[src/rtl/mvo_consts.vh]
// Constants of the output-adjustment stage: values, limits, codes, offsets.
// Assumes values are signed tenths of a percent (1000 means 100.0 %).
`ifndef MVO_CONSTS_VH
`define MVO_CONSTS_VH

`define MVO_W            12
`define MVO_PCT_0        12'sd0
`define MVO_PCT_100      12'sd1000
`define MVO_STD_MIN      -12'sd50
`define MVO_STD_MAX      12'sd1050
`define MVO_HC_MIN       -12'sd1050
`define MVO_HC_MAX       12'sd1050
`define MVO_STOP_RST     12'sd0
`define MVO_ERR_RST      12'sd0
`define MVO_LIM_HI_RST   12'sd1000
`define MVO_LIM_LO_RST   12'sd0
`define MVO_MODE_STD     2'h0
`define MVO_MODE_HC      2'h1
`define MVO_MODE_VALVE   2'h2
`define MVO_VS_HOLD      2'h0
`define MVO_VS_OPEN      2'h1
`define MVO_VS_CLOSE     2'h2
`define MVO_REG_CTRL     4'h0
`define MVO_REG_LIM_HI   4'h1
`define MVO_REG_LIM_LO   4'h2
`define MVO_REG_MANUAL   4'h3
`define MVO_REG_STOP     4'h4
`define MVO_REG_ERR      4'h5
`define MVO_REG_STATUS   4'h6
`define MVO_REG_OUT      4'h7
`define MVO_CTRL_MODE_LO 0
`define MVO_CTRL_MODE_HI 1
`define MVO_CTRL_STERR   2
`define MVO_CTRL_MLIM    3
`define MVO_CTRL_DIRECT  4
`define MVO_CTRL_FLOAT   5
`define MVO_CTRL_STOPVS  7
`define MVO_CTRL_ERRVS   9
`define MVO_CTRL_RST     16'h0000
`define MVO_POS_DB       12'sd5

`endif

[src/rtl/mvo_clamp.v]
// Clamps a signed value into a lower and upper bound.
// Assumes lower is not above upper; otherwise values below lower give lower, all others give upper.
`timescale 1ns/100ps
`default_nettype none

module mvo_clamp #(
    parameter W = 12
) (
    // Value and bounds.
    input  wire signed [W-1:0] value,
    input  wire signed [W-1:0] lower,
    input  wire signed [W-1:0] upper,
    // Result.
    output wire signed [W-1:0] result
);

    assign result = (value < lower) ? lower :
                    (value > upper) ? upper : value;

endmodule

`default_nettype wire

[src/rtl/mvo_output_select.v]
// Output-adjustment stage: limits the manipulated value, picks substitutes.
// Assumes all inputs except the three error pins are on clk_sys; event levels arrive from pins.
// Operation
// - Clamp computed value between output limits.
// - Priority manual, then stop, then error.
// - Manual value limited when limit enable on.
// - Heating/cooling shares one limit pair.
// - Stop/error values used only when enabled.
// - Negative substitute cools in heating/cooling mode only, positive heats.
// - Stop and error values reset to zero.
// - Valve state open, close or hold.
// - Valve state defaults to hold.
// - Direct setting: stop value is target opening.
// - Accept substitutes only in mode range.
// - Potentiometer error: open at 100, close at 0.
// - Error value on sensor or remote error; pot error only with direct, non-floating valve setting.
//
// The address-and-strobe port and the placing of the registers were decided locally.
`timescale 1ns/100ps
`default_nettype none
`include "mvo_consts.vh"

module mvo_output_select #(
    parameter W = `MVO_W
) (
    // Clock and reset.
    input  wire                clk_sys,
    input  wire                reset_n,
    // Register port.
    input  wire [3:0]          reg_addr,
    input  wire [15:0]         reg_wdata,
    input  wire                reg_wr,
    input  wire                reg_rd,
    output reg  [15:0]         reg_rdata,
    // Control algorithm side.
    input  wire signed [W-1:0] manipulated_value,
    input  wire                control_period,
    input  wire                manual_mode,
    input  wire                stop_mode,
    input  wire signed [W-1:0] valve_position,
    // Error pins.
    input  wire                sensor_err_pin,
    input  wire                remote_setpoint_err_pin,
    input  wire                pot_err_pin,
    // Outputs.
    output reg  [W-1:0]        heat_out,
    output reg  [W-1:0]        cool_out,
    output reg                 valve_open,
    output reg                 close_valve_state
);

    // ****************************************************
    // Pin synchronisers
    // ****************************************************
    reg [2:0] sync_a;
    reg [2:0] sync_b;
    wire      sensor_err = sync_b[0];
    wire      rsp_err    = sync_b[1];
    wire      pot_err    = sync_b[2];

    always @(posedge clk_sys) begin
        if (!reset_n) begin
            sync_a <= 3'h0;
            sync_b <= 3'h0;
        end else begin
            sync_a <= {pot_err_pin, remote_setpoint_err_pin, sensor_err_pin};
            sync_b <= sync_a;
        end
    end

    // ****************************************************
    // Registers
    // ****************************************************
    reg        [15:0]  ctrl;
    reg signed [W-1:0] lim_hi;
    reg signed [W-1:0] lim_lo;
    reg signed [W-1:0] manual_val;
    reg signed [W-1:0] stop_val;
    reg signed [W-1:0] err_val;
    reg        [3:0]   status;

    wire [1:0] mode     = ctrl[`MVO_CTRL_MODE_HI:`MVO_CTRL_MODE_LO];
    wire       sterr_en = ctrl[`MVO_CTRL_STERR];
    wire       mlim_en  = ctrl[`MVO_CTRL_MLIM];
    wire       direct   = ctrl[`MVO_CTRL_DIRECT];
    wire       floating = ctrl[`MVO_CTRL_FLOAT];
    wire [1:0] stop_vs  = ctrl[`MVO_CTRL_STOPVS+1:`MVO_CTRL_STOPVS];
    wire [1:0] err_vs   = ctrl[`MVO_CTRL_ERRVS+1:`MVO_CTRL_ERRVS];
    wire       use_pos  = (mode == `MVO_MODE_VALVE) && direct && !floating;

    // A substitute outside the range of the present mode is refused and the
    // register keeps its old value, so software can read back what stuck.
    function in_range;
        input signed [W-1:0] v;
        input        [1:0]   m;
        begin
            if (m == `MVO_MODE_HC)
                in_range = (v >= `MVO_HC_MIN) && (v <= `MVO_HC_MAX);
            else
                in_range = (v >= `MVO_STD_MIN) && (v <= `MVO_STD_MAX);
        end
    endfunction

    wire signed [W-1:0] wval = reg_wdata[W-1:0];

    always @(posedge clk_sys) begin
        if (!reset_n) begin
            ctrl       <= `MVO_CTRL_RST;
            lim_hi     <= `MVO_LIM_HI_RST;
            lim_lo     <= `MVO_LIM_LO_RST;
            manual_val <= `MVO_PCT_0;
            stop_val   <= `MVO_STOP_RST;
            err_val    <= `MVO_ERR_RST;
        end else if (reg_wr) begin
            case (reg_addr)
                `MVO_REG_CTRL: begin
                    ctrl <= reg_wdata;
                end
                `MVO_REG_LIM_HI: begin
                    lim_hi <= wval;
                end
                `MVO_REG_LIM_LO: begin
                    lim_lo <= wval;
                end
                `MVO_REG_MANUAL: begin
                    manual_val <= wval;
                end
                `MVO_REG_STOP: begin
                    if (sterr_en && in_range(wval, mode))
                        stop_val <= wval;
                end
                `MVO_REG_ERR: begin
                    if (sterr_en && in_range(wval, mode))
                        err_val <= wval;
                end
                default: begin
                end
            endcase
        end
    end

    // ****************************************************
    // Selection
    // ****************************************************
    wire signed [W-1:0] mv_clamped;
    wire signed [W-1:0] man_clamped;

    // One limit pair serves heating and cooling alike.
    mvo_clamp #(.W(W)) u_clamp_mv (
        .value  (manipulated_value),
        .lower  (lim_lo),
        .upper  (lim_hi),
        .result (mv_clamped)
    );

    mvo_clamp #(.W(W)) u_clamp_man (
        .value  (manual_val),
        .lower  (lim_lo),
        .upper  (lim_hi),
        .result (man_clamped)
    );

    wire any_err = sensor_err || rsp_err ||
                   (pot_err && use_pos);
    wire sel_stop = sterr_en && stop_mode;
    wire sel_err  = sterr_en && any_err;

    reg signed [W-1:0] next_value;
    reg        [1:0]   next_vs;
    reg                next_use_vs;
    reg                next_pot_rule;

    always @* begin
        next_vs       = `MVO_VS_HOLD;
        next_use_vs   = 1'b0;
        next_pot_rule = 1'b0;
        if (manual_mode) begin
            next_value = mlim_en ? man_clamped : manual_val;
        end else if (sel_stop) begin
            next_value  = stop_val;
            next_vs     = stop_vs;
            next_use_vs = (mode == `MVO_MODE_VALVE) && !use_pos;
        end else if (sel_err) begin
            next_value  = err_val;
            next_vs     = err_vs;
            next_use_vs = (mode == `MVO_MODE_VALVE) && !use_pos;
            next_pot_rule = pot_err && use_pos;
        end else begin
            next_value = mv_clamped;
        end
    end

    // ****************************************************
    // Output stage
    // ****************************************************
    // Outputs only move on control_period so downstream sees one value
    // per period; a change of condition lands on the following period.
    wire signed [W-1:0] neg_value = -next_value;
    wire signed [W-1:0] pos_err   = next_value - valve_position;

    always @(posedge clk_sys) begin
        if (!reset_n) begin
            heat_out          <= {W{1'b0}};
            cool_out          <= {W{1'b0}};
            valve_open        <= 1'b0;
            close_valve_state <= 1'b0;
            status            <= 4'h0;
        end else if (control_period) begin
            status <= {next_use_vs, sel_err, sel_stop, manual_mode};
            heat_out          <= {W{1'b0}};
            cool_out          <= {W{1'b0}};
            valve_open        <= 1'b0;
            close_valve_state <= 1'b0;
            if (mode == `MVO_MODE_VALVE) begin
                if (next_pot_rule) begin
                    valve_open        <= (next_value >= `MVO_PCT_100);
                    close_valve_state <= (next_value <= `MVO_PCT_0);
                end else if (next_use_vs) begin
                    valve_open        <= (next_vs == `MVO_VS_OPEN);
                    close_valve_state <= (next_vs == `MVO_VS_CLOSE);
                end else if (use_pos) begin
                    valve_open        <= (pos_err > `MVO_POS_DB);
                    close_valve_state <= (pos_err < -`MVO_POS_DB);
                end
            end else if (next_value < `MVO_PCT_0) begin
                if (mode == `MVO_MODE_HC)
                    cool_out <= neg_value;
            end else begin
                heat_out <= next_value;
            end
        end
    end

    // ****************************************************
    // Read port
    // ****************************************************
    always @(posedge clk_sys) begin
        if (!reset_n) begin
            reg_rdata <= 16'h0000;
        end else if (reg_rd) begin
            case (reg_addr)
                `MVO_REG_CTRL:   reg_rdata <= ctrl;
                `MVO_REG_LIM_HI: reg_rdata <= {{(16-W){lim_hi[W-1]}}, lim_hi};
                `MVO_REG_LIM_LO: reg_rdata <= {{(16-W){lim_lo[W-1]}}, lim_lo};
                `MVO_REG_MANUAL: reg_rdata <=
                                     {{(16-W){manual_val[W-1]}}, manual_val};
                `MVO_REG_STOP:   reg_rdata <=
                                     {{(16-W){stop_val[W-1]}}, stop_val};
                `MVO_REG_ERR:    reg_rdata <=
                                     {{(16-W){err_val[W-1]}}, err_val};
                `MVO_REG_STATUS: reg_rdata <= {12'h000, status};
                `MVO_REG_OUT:    reg_rdata <= {14'h0000,
                                     close_valve_state, valve_open};
                default:         reg_rdata <= 16'h0000;
            endcase
        end else begin
            reg_rdata <= 16'h0000;
        end
    end

endmodule

`default_nettype wire

[config.mk]
export PLATFORM = sky130hd
export DESIGN_NAME = mvo_output_select
export DESIGN_NICKNAME = d
export VERILOG_FILES = /design/src/rtl/mvo_clamp.v /design/src/rtl/mvo_output_select.v
export VERILOG_INCLUDE_DIRS = /design/src /design/src/rtl
export SDC_FILE = /design/constraint.sdc
export NUM_CORES = 1
export LEC_CHECK = 0
export ABC_AREA = 0
export ABC_CLOCK_PERIOD_IN_PS = 5800
export BUFFER_PORTS_ARGS = -buffer_cell sky130_fd_sc_hd__buf_2
export CAP_MARGIN = 20
export CORE_AREA = 5 5 147 255
export DETAILED_ROUTE_END_ITERATION = 6
export DIE_AREA = 0 0 152 260
export HOLD_SLACK_MARGIN = 0.05
export MAX_ROUTING_LAYER = met4
export SLEW_MARGIN = 20
export SYNTH_ARGS = -nofsm -noshare
export SYNTH_HDL_FRONTEND = slang
export SYNTH_SLANG_ARGS = --single-unit
[constraint.sdc]
create_clock -name clk_sys -period 5.8 [get_ports clk_sys]
set_clock_uncertainty 0.15 [all_clocks]
set_input_delay 0 -clock clk_sys [delete_from_list [all_inputs] [get_ports clk_sys]]
set_output_delay 0 -clock clk_sys [all_outputs]
set_load 0.1 [all_outputs]
Word-level counts from Yosys, hierarchy flattened

Index checks and enable logic that the tools add are counted.

Register bits after elaboration: 128
Latch bits: 0
Bits in writable memories: 0
ROM bits: 0
Bits of input ports: 54
Output and inout bits: 42
Logic and storage cells: 99
Memories: 0

$add $sub $neg: 2
$mul: 0
Div/mod/pow operators: 0
$lt $le $gt $ge: 12
Equality and inequality tests: 11
Shift operators: 0
Multiplexer cells: 38
Bitwise logic cells: 0
Reduce and logical (&&, ||, !) cells: 22

Operators with widths:

| operator               | count |
|---|---|
| $mux W12               | 13 |
| $pmux W16 S8           | 1 |
| $gt A12 B12 Y1         | 2 |
| $lt A12 B12 Y1         | 2 |
| $mux W1                | 21 |
| $eq A4 B3 Y1 const B   | 4 |
| $ge A12 B11 Y1 const B | 1 |
| $ge A12 B12 Y1 const B | 1 |
| $ge A12 B7 Y1 const B  | 1 |
| $gt A12 B4 Y1 const B  | 1 |
| $le A12 B1 Y1 const B  | 1 |
| $le A12 B12 Y1 const B | 1 |
| $lt A12 B1 Y1 const B  | 1 |
| $lt A12 B4 Y1 const B  | 1 |
| $neg A12 Y12           | 1 |
| $sub A12 B12 Y12       | 1 |
| $logic_and A1 B1 Y1    | 10 |
| $reduce_and A2 Y1      | 5 |
| $eq A4 B2 Y1 const B   | 2 |
| $mux W2                | 3 |
| $reduce_and A3 Y1      | 2 |
| $eq A2 B1 Y1 const B   | 2 |
| $eq A2 B2 Y1 const B   | 2 |
| $eq A4 B1 Y1 const B   | 1 |
| 3 further kinds        | 5 |

Depth between registers and ports, before layout

Gate-level depths: netlist of run 1.

Word-level depth: 15
Gate-level depth with buffers: 22
Depth with buffers taken out: 21

By module

Synthesis of run 1 repeated with hierarchy kept, for this count alone.

Cells, all modules: 1,037
Area, all modules: 8,607.0 um^2

Modules (own cells, without submodules):

| module            | instances | cells an instance | area an instance (um^2) | sequential area each (um^2) |
|---|---|---|---|---|
| mvo_output_select | 1         | 819               | 6,885.4                 | 2,542.4 |
| mvo_clamp         | 2         | 109               | 860.8                   | 0.0 |

Worst setup path before layout of run 1

Ideal clock, no wire load.

Path kind: reg-to-reg
Start point: register lim_hi[5]
End point: register valve_open
Library setup time: 0.117 ns
Arrival: 4.395 ns
Required time: 5.533 ns
Path slack: 1.138 ns
Cell stages (with the launch flop): 22
Buffers on the path: 1
Period minus slack after synthesis: 4.662 ns
Path through: dfxtp_1 -> inv_1 -> ha_1 -> a211o_1 -> a21oi_1 -> nor2_1 -> nor3_1 -> a31oi_1 -> a41oi_1 -> and2_1 -> clkbuf_1 -> ha_1 -> o21a_1 -> o31a_1 -> nor3_1 -> o21bai_1 -> a21o_1 -> mux2_2 -> o2111ai_1 -> o31ai_1 -> o2111a_1 -> and4b_1

Longest elaborated chain between the ends: 12
Elaborated cells between the ends (all ways): 17
Those cells by class: add/sub: 1; order compare: 4; mux: 12

Ends and longest elaborated chain:

| what                           | RTL line                | text |
|---|---|---|
| start: declaration             | mvo_output_select.v:75  | `reg signed [W-1:0] lim_hi;` |
| start signal: assignment       | mvo_output_select.v:109 | `` lim_hi <= `MVO_LIM_HI_RST; `` |
| start signal: assignment       | mvo_output_select.v:120 | `lim_hi <= wval;` |
| $gt A12 B12 Y1                 | mvo_clamp.v:18          | `(value > upper) ? upper : value;` |
| $mux W12                       | mvo_clamp.v:18          |  |
| $mux W12                       | mvo_clamp.v:17          | `assign result = (value < lower) ? lower :` |
| $mux W12                       | mvo_output_select.v:183 | `end else if (sel_err) begin` |
| $mux W12                       | mvo_output_select.v:179 | `end else if (sel_stop) begin` |
| $mux W12 *                     | mvo_output_select.v:177 | `if (manual_mode) begin` |
| $sub A12 B12 Y12               | mvo_output_select.v:199 | `wire signed [W-1:0] pos_err = next_value - valve_position;` |
| $gt A12 B4 Y1 (no source line) | n/a                     |  |
| $mux W1                        | mvo_output_select.v:221 | `end else if (use_pos) begin` |
| $mux W1                        | mvo_output_select.v:218 | `end else if (next_use_vs) begin` |
| $mux W1 *                      | mvo_output_select.v:215 | `if (next_pot_rule) begin` |
| $mux W1 *                      | mvo_output_select.v:214 | `` if (mode == `MVO_MODE_VALVE) begin `` |
| end signal: assignment         | mvo_output_select.v:216 | `` valve_open <= (next_value >= `MVO_PCT_100); `` |
| end signal: assignment         | mvo_output_select.v:219 | `` valve_open <= (next_vs == `MVO_VS_OPEN); `` |
| end signal: assignment         | mvo_output_select.v:222 | `` valve_open <= (pos_err > `MVO_POS_DB); `` |
| end: declaration               | mvo_output_select.v:48  | `output reg valve_open,` |

Every way passes the cells marked *; elsewhere a longest branch is shown, timed or not.
A chain may end at the register's enable or synchronous reset.

Worst setup path in the final report of run 1

Start point: register lim_hi[11]
End point: register valve_open

The elaborated chain is that of the path after synthesis.

==> impl_metrics.yaml, run 1 <==
drt:
  ant_nets: 0
  vias_per_cell: 5.38
  drt_wl_total_um: 39700
  drt_iter0_drc: 790
  drt_first_pass_iters: 7
  detail_route.wl_per_cell_um: 23.6
  vias: 9055
  route.detailed.drc: 0
die:
  core_area_sq_um: 35100
  dieWidth_um: 152
  die_h_um: 260
  die_area_sq_um: 39500
  pin_count: 96
  placementRows: 91
  start_util_pct: 24.7
synthesis:
  synth.distinct_cells: 94
  ys_async_sr_fraction_pct: 0
  synth_ff_type: "dfxtp_1"
  yosys.area.top_type_share_pct: 29.3
  synth.area.top_cells: "dfxtp_1, ha_1, nand2_1, a21boi_0, mux2i_1"
  ys_seq_area_share_pct: 29.3
  yosys_warnings: 0
  synth_edf_count: 0
  syn_nets: 1194
  syn_area_per_cell_sq_um: 8.02
  yosysTopAreaCell: "dfxtp_1"
  synth-seq-cells: 127
  syn-instance-count: 1081
  synth_area_sq_um: 8670
sta:
  setup_tns_ns: 0
  period_minus_slack_ns: 5.61
  fin_crit_sh_pct: 96.7
  worst_pin_slew_ns: 1.03
  fmax_ghz: 0.178
  layout_setup_ws_ns: 0.194
  maxSlewHeadroom_pct: 31.1
  slew_violations: 0
  setup_viol: 0
  whs_ns: 0.0887
  hold_viol: 0
  rsz0062_at_grt: "false"
global_routing:
  use_met2_pct: 35.2
  grt_pass1_vias: 9050
  grt_max_degree: 59
  grt_usage_pct: 20.0
  use_met1_pct: 19.0
  grt_use_met3_pct: 3.01
  gr-max-usage-layer: "met2"
  antenna_found_initial: 1
  grt_pass1_wl_um: 57600
  overflow: 0
critical_path:
  r2r_start: "lim_hi[11]"
  crit_chain: "inv_1 -> ha_1 -> a21oi_1 -> nor2b_1 -> a21oi_2 -> o41ai_2 -> o311ai_1 -> o22ai_1 -> o2bb2ai_1 -> ha_1 -> fa_1 -> nor2b_1 -> o31a_1 -> nor3_1 -> o21bai_1 -> a21o_1 -> mux2_2 -> o2111ai_1 -> o31ai_1 -> o2111a_1 -> and4b_1"
  crit_family: "compound AO/OA/AOI/OAI gates"
  crit_fanout: 12
  slowest_delay_ns: 0.56
  cp.required_ns: 6.04
  crit_start: "lim_hi[11]"
  worst_setup_path_end_kind: "flip-flop"
  cp_slowest_cell: "o41ai_2"
  path_buf_inv: 1
  critPathLaunchType: "flip-flop"
  critPathArrivalTime_ns: 5.84
  path_class: "reg -> reg"
pwr:
  swShare_pct: 31.0
  seq_power_share_pct: 34.2
  total_leakage_power_nw: 4.31
  cellPowerDensity_nw_per_um2: 243
  power_frac_comb_pct: 19.7
  p_int_w: 0.00180
  peakVddDrop_mv: 0.233
  p_clk_share_pct: 46.0
  p_sw_w: 0.000811
cts:
  cts_made_buffers: 17
  cts_htree_levels: 4
  root_buffer: "clkbuf_16"
  clock_path_buffers: 2
  worstSkewPairLatency_ns: 0.45
  tritoncts: "built"
  cts_setup_buffers: 0
  clk_pin_slew_ns: 0.07
  clock-sinks: 127
finish:
  fin_nets: 1317
  regArea_sq_um: 2540
  multiInputGateArea_sq_um: 5660
  layout-drive-gt1-share_pct: 17.7
  area_delta_synth_final_pct: 23.9
  nFillCells: 3829
placement:
  pre_cts_ws_ns: 0.313
  port_buffers: 94
  gp_congestion: 1.06
  hpwl_um: 31300
outcome:
  status: "complete, no violations"
run:
  drv_cap: 0
hold_path:
  hp-class: "in -> reg"
  min_from: "reset_n"
==> cell usage in the layout (no fill, tap or decap), types with 46 or more instances in the layout <==
master / synthesis / layout
inv_1: 59 / 59
a21boi_0: 49 / 49
a21oi_1: 49 / 49
ha_1: 58 / 58
buf_2: 4 / 94
buf_4: 2 / 47
nand2_1: 150 / 150
nor2b_1: 51 / 51
dfxtp_1: 127 / 127
o21ai_0: 46 / 46
==> metrics by stage <==
step	std cells	total power, W	cell area, sq um	utilization (%)
finish	1683	0.00262	10700	30.6
CTS	1681	0.00263	10700	30.6
detailed placement	1624	0.00141	9830	28.0
global route	1683	0.00271	10700	30.6
floorplan	1081	0.00123	8670	-
global placement	1624	0.00141	9830	28.0
==> final timing paths <==
path | to | slack (ns) | cells past startpoint
max reg2reg | valve_open | 0.19 | 21
min reg2reg | sync_b[2] | 0.29 | 1
max | valve_open | 0.19 | 21
min | lim_hi[1] | 0.09 | 2
==> cell families after synthesis <==
| kind of cell | share of synthesized area, % |
|---|---|
| simple gates | 22.6 |
| compound gates | 28.0 |
| flops | 29.3 |
| buf+inv | 5.60 |
| fa+ha+maj | 8.60 |
| mux | 4.69 |
| xor+xnor | 1.11 |
| other cells | 0.0433 |
==> registers in the layout, summed over array words and instances, names as in the netlist, 11 cells and up <==
name,flops
err_val,12
lim_lo,12
ctrl,16
lim_hi,12
heat_out,11
cool_out,12
reg_rdata,16
manual_val,12
stop_val,12
==> routing by layer <==
metal	up-vias	wire length (um)
met5	-	0
met4	0	3980
met3	181	1890
met2	416	20100
met1	4255	13700
li1	4203	-
==> synth_stat cells (all sizes together) (5+ instances only) <==
library cell / number
nand4: 11
inv: 59
nand2: 151
nand3: 25
nor2b: 51
or2: 6
mux2: 5
a21o: 11
a211oi: 8
a31oi: 24
nor4: 8
buf: 10
o21ai: 56
o21a: 9
o31ai: 10
ha: 58
nor3b: 8
o221a: 5
nor2: 38
dfxtp: 127
and2: 20
clkbuf: 53
o2111ai: 6
mux2i: 35
o22ai: 12
a22oi: 26
xnor2: 9
and3: 13
nand2b: 13
a21oi: 50
nor3: 18
o211ai: 19
a21boi: 49
==> power by group through the flow <==
| stage | Clock (W) | Sequential (W) | Combinational (W) |
|---|---|---|---|
| after floorplan | 0 | 0.000942 | 0.000286 |
| after global placement | 0 | 0.000915 | 0.000494 |
| after detailed placement | 0 | 0.000915 | 0.000492 |
| after CTS | 0.00123 | 0.000895 | 0.000508 |
| after global routing | 0.00126 | 0.000896 | 0.000549 |
| final | 0.00120 | 0.000896 | 0.000516 |
==> final cells by class <==
cell class / count / share of cell area [%]
Tap cell: 465 / 5.42
Timing Repair Buffer: 167 / 10.0
Multi-Input combinational cell: 830 / 52.7
Antenna cell: 1 / 0.0233
Clock inverter: 15 / 2.05
Sequential cell: 127 / 23.7
Clock buffer: 17 / 3.96
Inverter: 61 / 2.13
==> repair_timing <==
| item | in CTS | in global routing |
|---|---|---|
| endpoints found under the hold margin | 95 | 0 |
| gates resized for setup | 0 | 1 |
| endpoints found under the setup margin | 0 | 1 |
| hold buffers | 25 | 0 |
(Power assumes the default switching activity.)
==> run 2: changes to the inputs <==
- CTS_BUF_LIST: not set -> sky130_fd_sc_hd__clkbuf_4 sky130_fd_sc_hd__clkbuf_8
==> run 2 against run 1 <==
Against the previous run:
- register-to-register slack better by 0.05 ns
- die area stayed put
- cell area is 1.6% lower
- hold slack better by 0.0093 ns
- first-iteration DRC count is 4.1% lower
- global-route usage is 0.12 points lower
- via count is 0.52% lower
- fmax is 0.90% higher
- sequential power hardly changed
- clock power is 24% lower
- critical endpoint unchanged
- largest power group unchanged
==> impl_metrics.yaml, run 2 (synthesis results as in run 1) <==
die:
  die_h_um: 260
  dieWidth_um: 152
  placementRows: 91
  start_util_pct: 24.7
  pin_count: 96
  die_area_sq_um: 39500
  core_area_sq_um: 35100
sta:
  slew_violations: 0
  fmax_ghz: 0.180
  worst_pin_slew_ns: 1.03
  setup_viol: 0
  hold_viol: 0
  period_minus_slack_ns: 5.56
  whs_ns: 0.0980
  setup_tns_ns: 0
  fin_crit_sh_pct: 95.8
  maxSlewHeadroom_pct: 31.6
  rsz0062_at_grt: "false"
critical_path:
  slowest_delay_ns: 0.56
  path_class: "reg -> reg"
  crit_chain: "inv_1 -> ha_1 -> a21oi_1 -> nor2b_1 -> a21oi_2 -> o41ai_2 -> o311ai_1 -> o22ai_1 -> o2bb2ai_1 -> ha_1 -> fa_1 -> nor2b_1 -> o31a_1 -> nor3_1 -> o21bai_1 -> a21o_1 -> mux2_2 -> o2111ai_1 -> o31ai_1 -> o2111a_1 -> and4b_1"
  critPathArrivalTime_ns: 5.84
  critPathLaunchType: "flip-flop"
  crit_fanout: 12
  cp_slowest_cell: "o41ai_2"
  worst_setup_path_end_kind: "flip-flop"
  cp.required_ns: 6.09
finish:
  reg_top3: "ctrl: 16 flops, reg_rdata: 16 flops"
  fin_nets: 1319
  area_delta_synth_final_pct: 21.9
  utilization_pct: 30.1
  mostFrequentLayoutCell: "nand2_1"
  layout-drive-gt1-share_pct: 17.7
  layout_common_cells: "nand2_1, dfxtp_1, buf_2, inv_1, ha_1"
  nFillCells: 3852
drt:
  drt_first_pass_iters: 6
  detail_route.wl_per_cell_um: 23.4
  vias_per_cell: 5.35
  drt_iter0_drc: 758
  route.detailed.drc: 0
  vias: 9008
  ant_nets: 0
  drt_wl_total_um: 39400
global_routing:
  antenna_found_initial: 2
  grt_pass1_vias: 9014
  grt_max_degree: 59
  grt_pass1_wl_um: 57300
  grt_usage_pct: 19.9
  overflow: 0
pwr:
  total_leakage_power_nw: 4.23
  cellPowerDensity_nw_per_um2: 220
  peakVddDrop_mv: 0.146
  total_power_w: 0.00233
hold_path:
  hp-class: "in -> reg"
cts:
  cts_setup_buffers: 0
  tritoncts: "built"
  clock-sinks: 127
  clk_pin_slew_ns: 0.10
  cts_htree_levels: 4
  worstSkewPairLatency_ns: 0.49
  root_buffer: "clkbuf_8"
  cts_made_buffers: 17
  clock_path_buffers: 2
placement:
  port_buffers: 94
  gp_congestion: 1.06
  hpwl_um: 31300
run:
  drv_cap: 0
outcome:
  status: "complete, no violations"
run 2: cell count changes in the layout (fill, tap and decap cells not counted), sizes merged:
| cell | previous run | this run |
|---|---|---|
| dlygate4sd3 | 25 | 27 |
run 2: worst max-delay path: cells and delay by family (launching register included):
| family | cells | cell delay (ns) |
|---|---|---|
| compound gates | 12 | 2.56 |
| fa+ha+maj | 3 | 1.13 |
| buf+inv | 1 | 0.14 |
| flops | 1 | 0.45 |
| mux | 1 | 0.35 |
| simple gates | 4 | 0.75 |
run 2: worst paths after layout:
kind                    start            to  slack, ns  depth (start not counted)
setup reg to reg   lim_hi[11]    valve_open       0.24                         21
hold reg to reg     sync_a[1]     sync_b[1]       0.29                          1
hold / removal    reg_addr[1]  reg_rdata[2]        0.1                          5
setup / recovery   lim_hi[11]    valve_open       0.24                         21
run 2: layout make-up:
type	instances	area [sq um]	area share (%)
Antenna cell	1	2.50	0.0237
Clock buffer	17	234	2.21
Clock inverter	15	220	2.08
Inverter	61	229	2.17
Multi-Input combinational cell	830	5660	53.6
Sequential cell	127	2540	24.1
Tap cell	465	582	5.50
Timing Repair Buffer	169	1100	10.4
run 2: layer usage:
| layer | vias up | global-route usage [%] | wire length [um] |
|---|---|---|---|
| li1 | 4199 | - | - |
| met1 | 4255 | 19.0 | 13700 |
| met2 | 381 | 35.4 | 20100 |
| met3 | 173 | 2.71 | 1720 |
| met4 | 0 | 16.3 | 3840 |
| met5 | - | - | 0 |
run 2: where the power goes:
group / switching (W) / total [W] / internal, W
Clock: 0.000429 / 0.000913 / 0.000484
Sequential: 0.0000117 / 0.000895 / 0.000883
Combinational: 0.000332 / 0.000518 / 0.000186
run 2: stage by stage:
stage | area, sq um | cells | setup WS [ns]
CTS | 10600 | 1683 | 0.289
finish | 10600 | 1685 | 0.244
floorplan | 8670 | 1081 | 1.14
global route | 10600 | 1685 | 0.0633
global placement | 9830 | 1624 | 0.287
detailed placement | 9830 | 1624 | 0.313
run 2: repair_timing:
action                                  CTS  global route
endpoints found under the hold margin   106             0
endpoints found under the setup margin    0             1
resized for setup                         0             1
hold buffers                             27             0
==> run 3: changes to the inputs <==
--- a/config.mk
+++ b/config.mk
@@ -11,3 +11,3 @@
 export BUFFER_PORTS_ARGS = -buffer_cell sky130_fd_sc_hd__buf_2
-export CAP_MARGIN = 20
+export CAP_MARGIN = 30
 export CORE_AREA = 5 5 147 255
--- a/constraint.sdc
+++ b/constraint.sdc
@@ -4,2 +4,2 @@
 set_output_delay 0 -clock clk_sys [all_outputs]
-set_load 0.1 [all_outputs]
+set_load 0.005 [all_outputs]
==> run 3 against run 2 <==
Against the previous run:
- cell area increased by 0.11%
- sequential power is essentially flat
- cell count hardly changed
- utilization barely moved
- first-iteration DRC count is 4.2% lower
- hold slack got worse by 0.00087 ns
- sequential cell count stayed put
- critical endpoint unchanged
==> impl_metrics.yaml, run 3 (synthesis results as in run 1) <==
global_routing:
  grt_usage_pct: 19.9
  grt_max_degree: 59
  antenna_found_initial: 2
  grt_pass1_wl_um: 57300
  overflow: 0
  grt_pass1_vias: 9014
pwr:
  total_leakage_power_nw: 4.23
  cellPowerDensity_nw_per_um2: 217
  peakVddDrop_mv: 0.146
  total_power_w: 0.00229
critical_path:
  crit_start: "lim_hi[11]"
  critPathLaunchType: "flip-flop"
  reg2reg_setup_slack_ns: 0.26
  critPathArrivalTime_ns: 5.83
  path_class: "reg -> reg"
  worst_setup_path_end_kind: "flip-flop"
  cp.required_ns: 6.09
  r2r_end: "valve_open"
  r2r_start: "lim_hi[11]"
  r2r_cells: 21
  crit_fanout: 12
cts:
  tritoncts: "built"
  cts_setup_buffers: 0
  root_buffer: "clkbuf_8"
  clock_path_buffers: 2
  clk_pin_slew_ns: 0.10
  cts_made_buffers: 17
  worstSkewPairLatency_ns: 0.49
  clock-sinks: 127
  cts_htree_levels: 4
finish:
  instances_no_fill: 1686
  fin_nets: 1320
  regArea_sq_um: 2540
  nFillCells: 3853
  mostFrequentLayoutCell: "nand2_1"
  multiInputGateArea_sq_um: 5660
  area_delta_synth_final_pct: 22.1
  layout_common_cells: "nand2_1, dfxtp_1, buf_2, inv_1, ha_1"
  layout-drive-gt1-share_pct: 17.8
  reg_top3: "ctrl: 16 flops, reg_rdata: 16 flops"
sta:
  rsz0062_at_grt: "false"
  hold_viol: 0
  setup_tns_ns: 0
  slew_violations: 0
  fin_crit_sh_pct: 95.6
  worst_pin_slew_ns: 1.03
  setup_viol: 0
  period_minus_slack_ns: 5.54
  fmax_ghz: 0.180
  maxSlewHeadroom_pct: 31.5
hold_path:
  min_from: "reg_addr[1]"
  hold_end: "reg_rdata[2]"
  min_path_cells: 5
  hp-class: "in -> reg"
die:
  die_h_um: 260
  pin_count: 96
  core_area_sq_um: 35100
  start_util_pct: 24.7
  dieWidth_um: 152
  placementRows: 91
  die_area_sq_um: 39500
drt:
  route.detailed.drc: 0
  drt_wl_total_um: 39600
  vias_per_cell: 5.38
  drt_first_pass_iters: 5
  drt_iter0_drc: 726
  detail_route.wl_per_cell_um: 23.5
  vias: 9063
  ant_nets: 0
placement:
  gp_congestion: 1.06
  hpwl_um: 31300
  port_buffers: 94
  dp.cells: 1624
outcome:
  status: "complete, no violations"
run:
  drv_cap: 0
## run 3: cell types whose count changed in the layout (fill, tap and decap cells not counted)
cell / before / now
buf_6: 0 / 1
## run 3: worst max-delay path by stage
stage               depth (start not counted)    endpoint  slack [ns]
detailed placement                         21  valve_open        0.31
global route                               21  valve_open        0.06
finish                                     21  valve_open        0.26
floorplan                                  21  valve_open        1.14
global placement                           21  valve_open        0.29
CTS                                        21  valve_open        0.29
## run 3: per-layer routing
layer  vias up  routed length [um]  share of wire, %  track usage (%)
li1       4202                   -                 -                -
met3       177                1800               4.5             2.71
met1      4300               13700                35             19.0
met4         0                3920               9.9             16.3
met5         -                   0                 0                -
met2       384               20100                51             35.4
## run 3: per-stage QoR
stage / setup slack (ns) / utilization (%) / hold slack (ns) / instance area [sq um]
final: 0.257 / 30.2 / 0.0971 / 10600
after global routing: 0.0633 / 30.2 / 0.0724 / 10600
after CTS: 0.289 / 30.1 / 0.0547 / 10600
after detailed placement: 0.313 / 28.0 / 0.0641 / 9830
after global placement: 0.287 / 28.0 / 0.0604 / 9830
after floorplan: 1.14 / - / -0.0227 / 8670
## run 3: critical path, stage by stage, from the launching register on
cell and delay (ns):
dfxtp_1 0.46, inv_1 0.14, ha_1 0.47, a21oi_1 0.35
nor2b_1 0.24, a21oi_2 0.14, o41ai_2 0.56, o311ai_1 0.18
o22ai_1 0.21, o2bb2ai_1 0.11, ha_1 0.23, fa_1 0.43
nor2b_1 0.18, o31a_1 0.20, nor3_1 0.08, o21bai_1 0.15
a21o_1 0.17, mux2_2 0.35, o2111ai_1 0.13, o31ai_1 0.12
o2111a_1 0.23, and4b_1 0.24
## run 3: timing repair
action,CTS,global route
hold buffers,27,0
endpoints found under the setup margin,0,1
gates resized for setup,0,1
endpoints found under the hold margin,106,0
## run 3: report_power, final
group	internal [W]	total, W	switching (W)
clock	0.000484	0.000915	0.000432
combinational	0.000186	0.000483	0.000297
sequential	0.000883	0.000895	0.0000118
## run 3: layout make-up
type / instances / share of cell area, %
Inverter: 61 / 2.16
Sequential cell: 127 / 24.0
Clock inverter: 15 / 2.08
Clock buffer: 17 / 2.21
Timing Repair Buffer: 170 / 10.5
Antenna cell: 1 / 0.0236
Multi-Input combinational cell: 830 / 53.5
Tap cell: 465 / 5.50
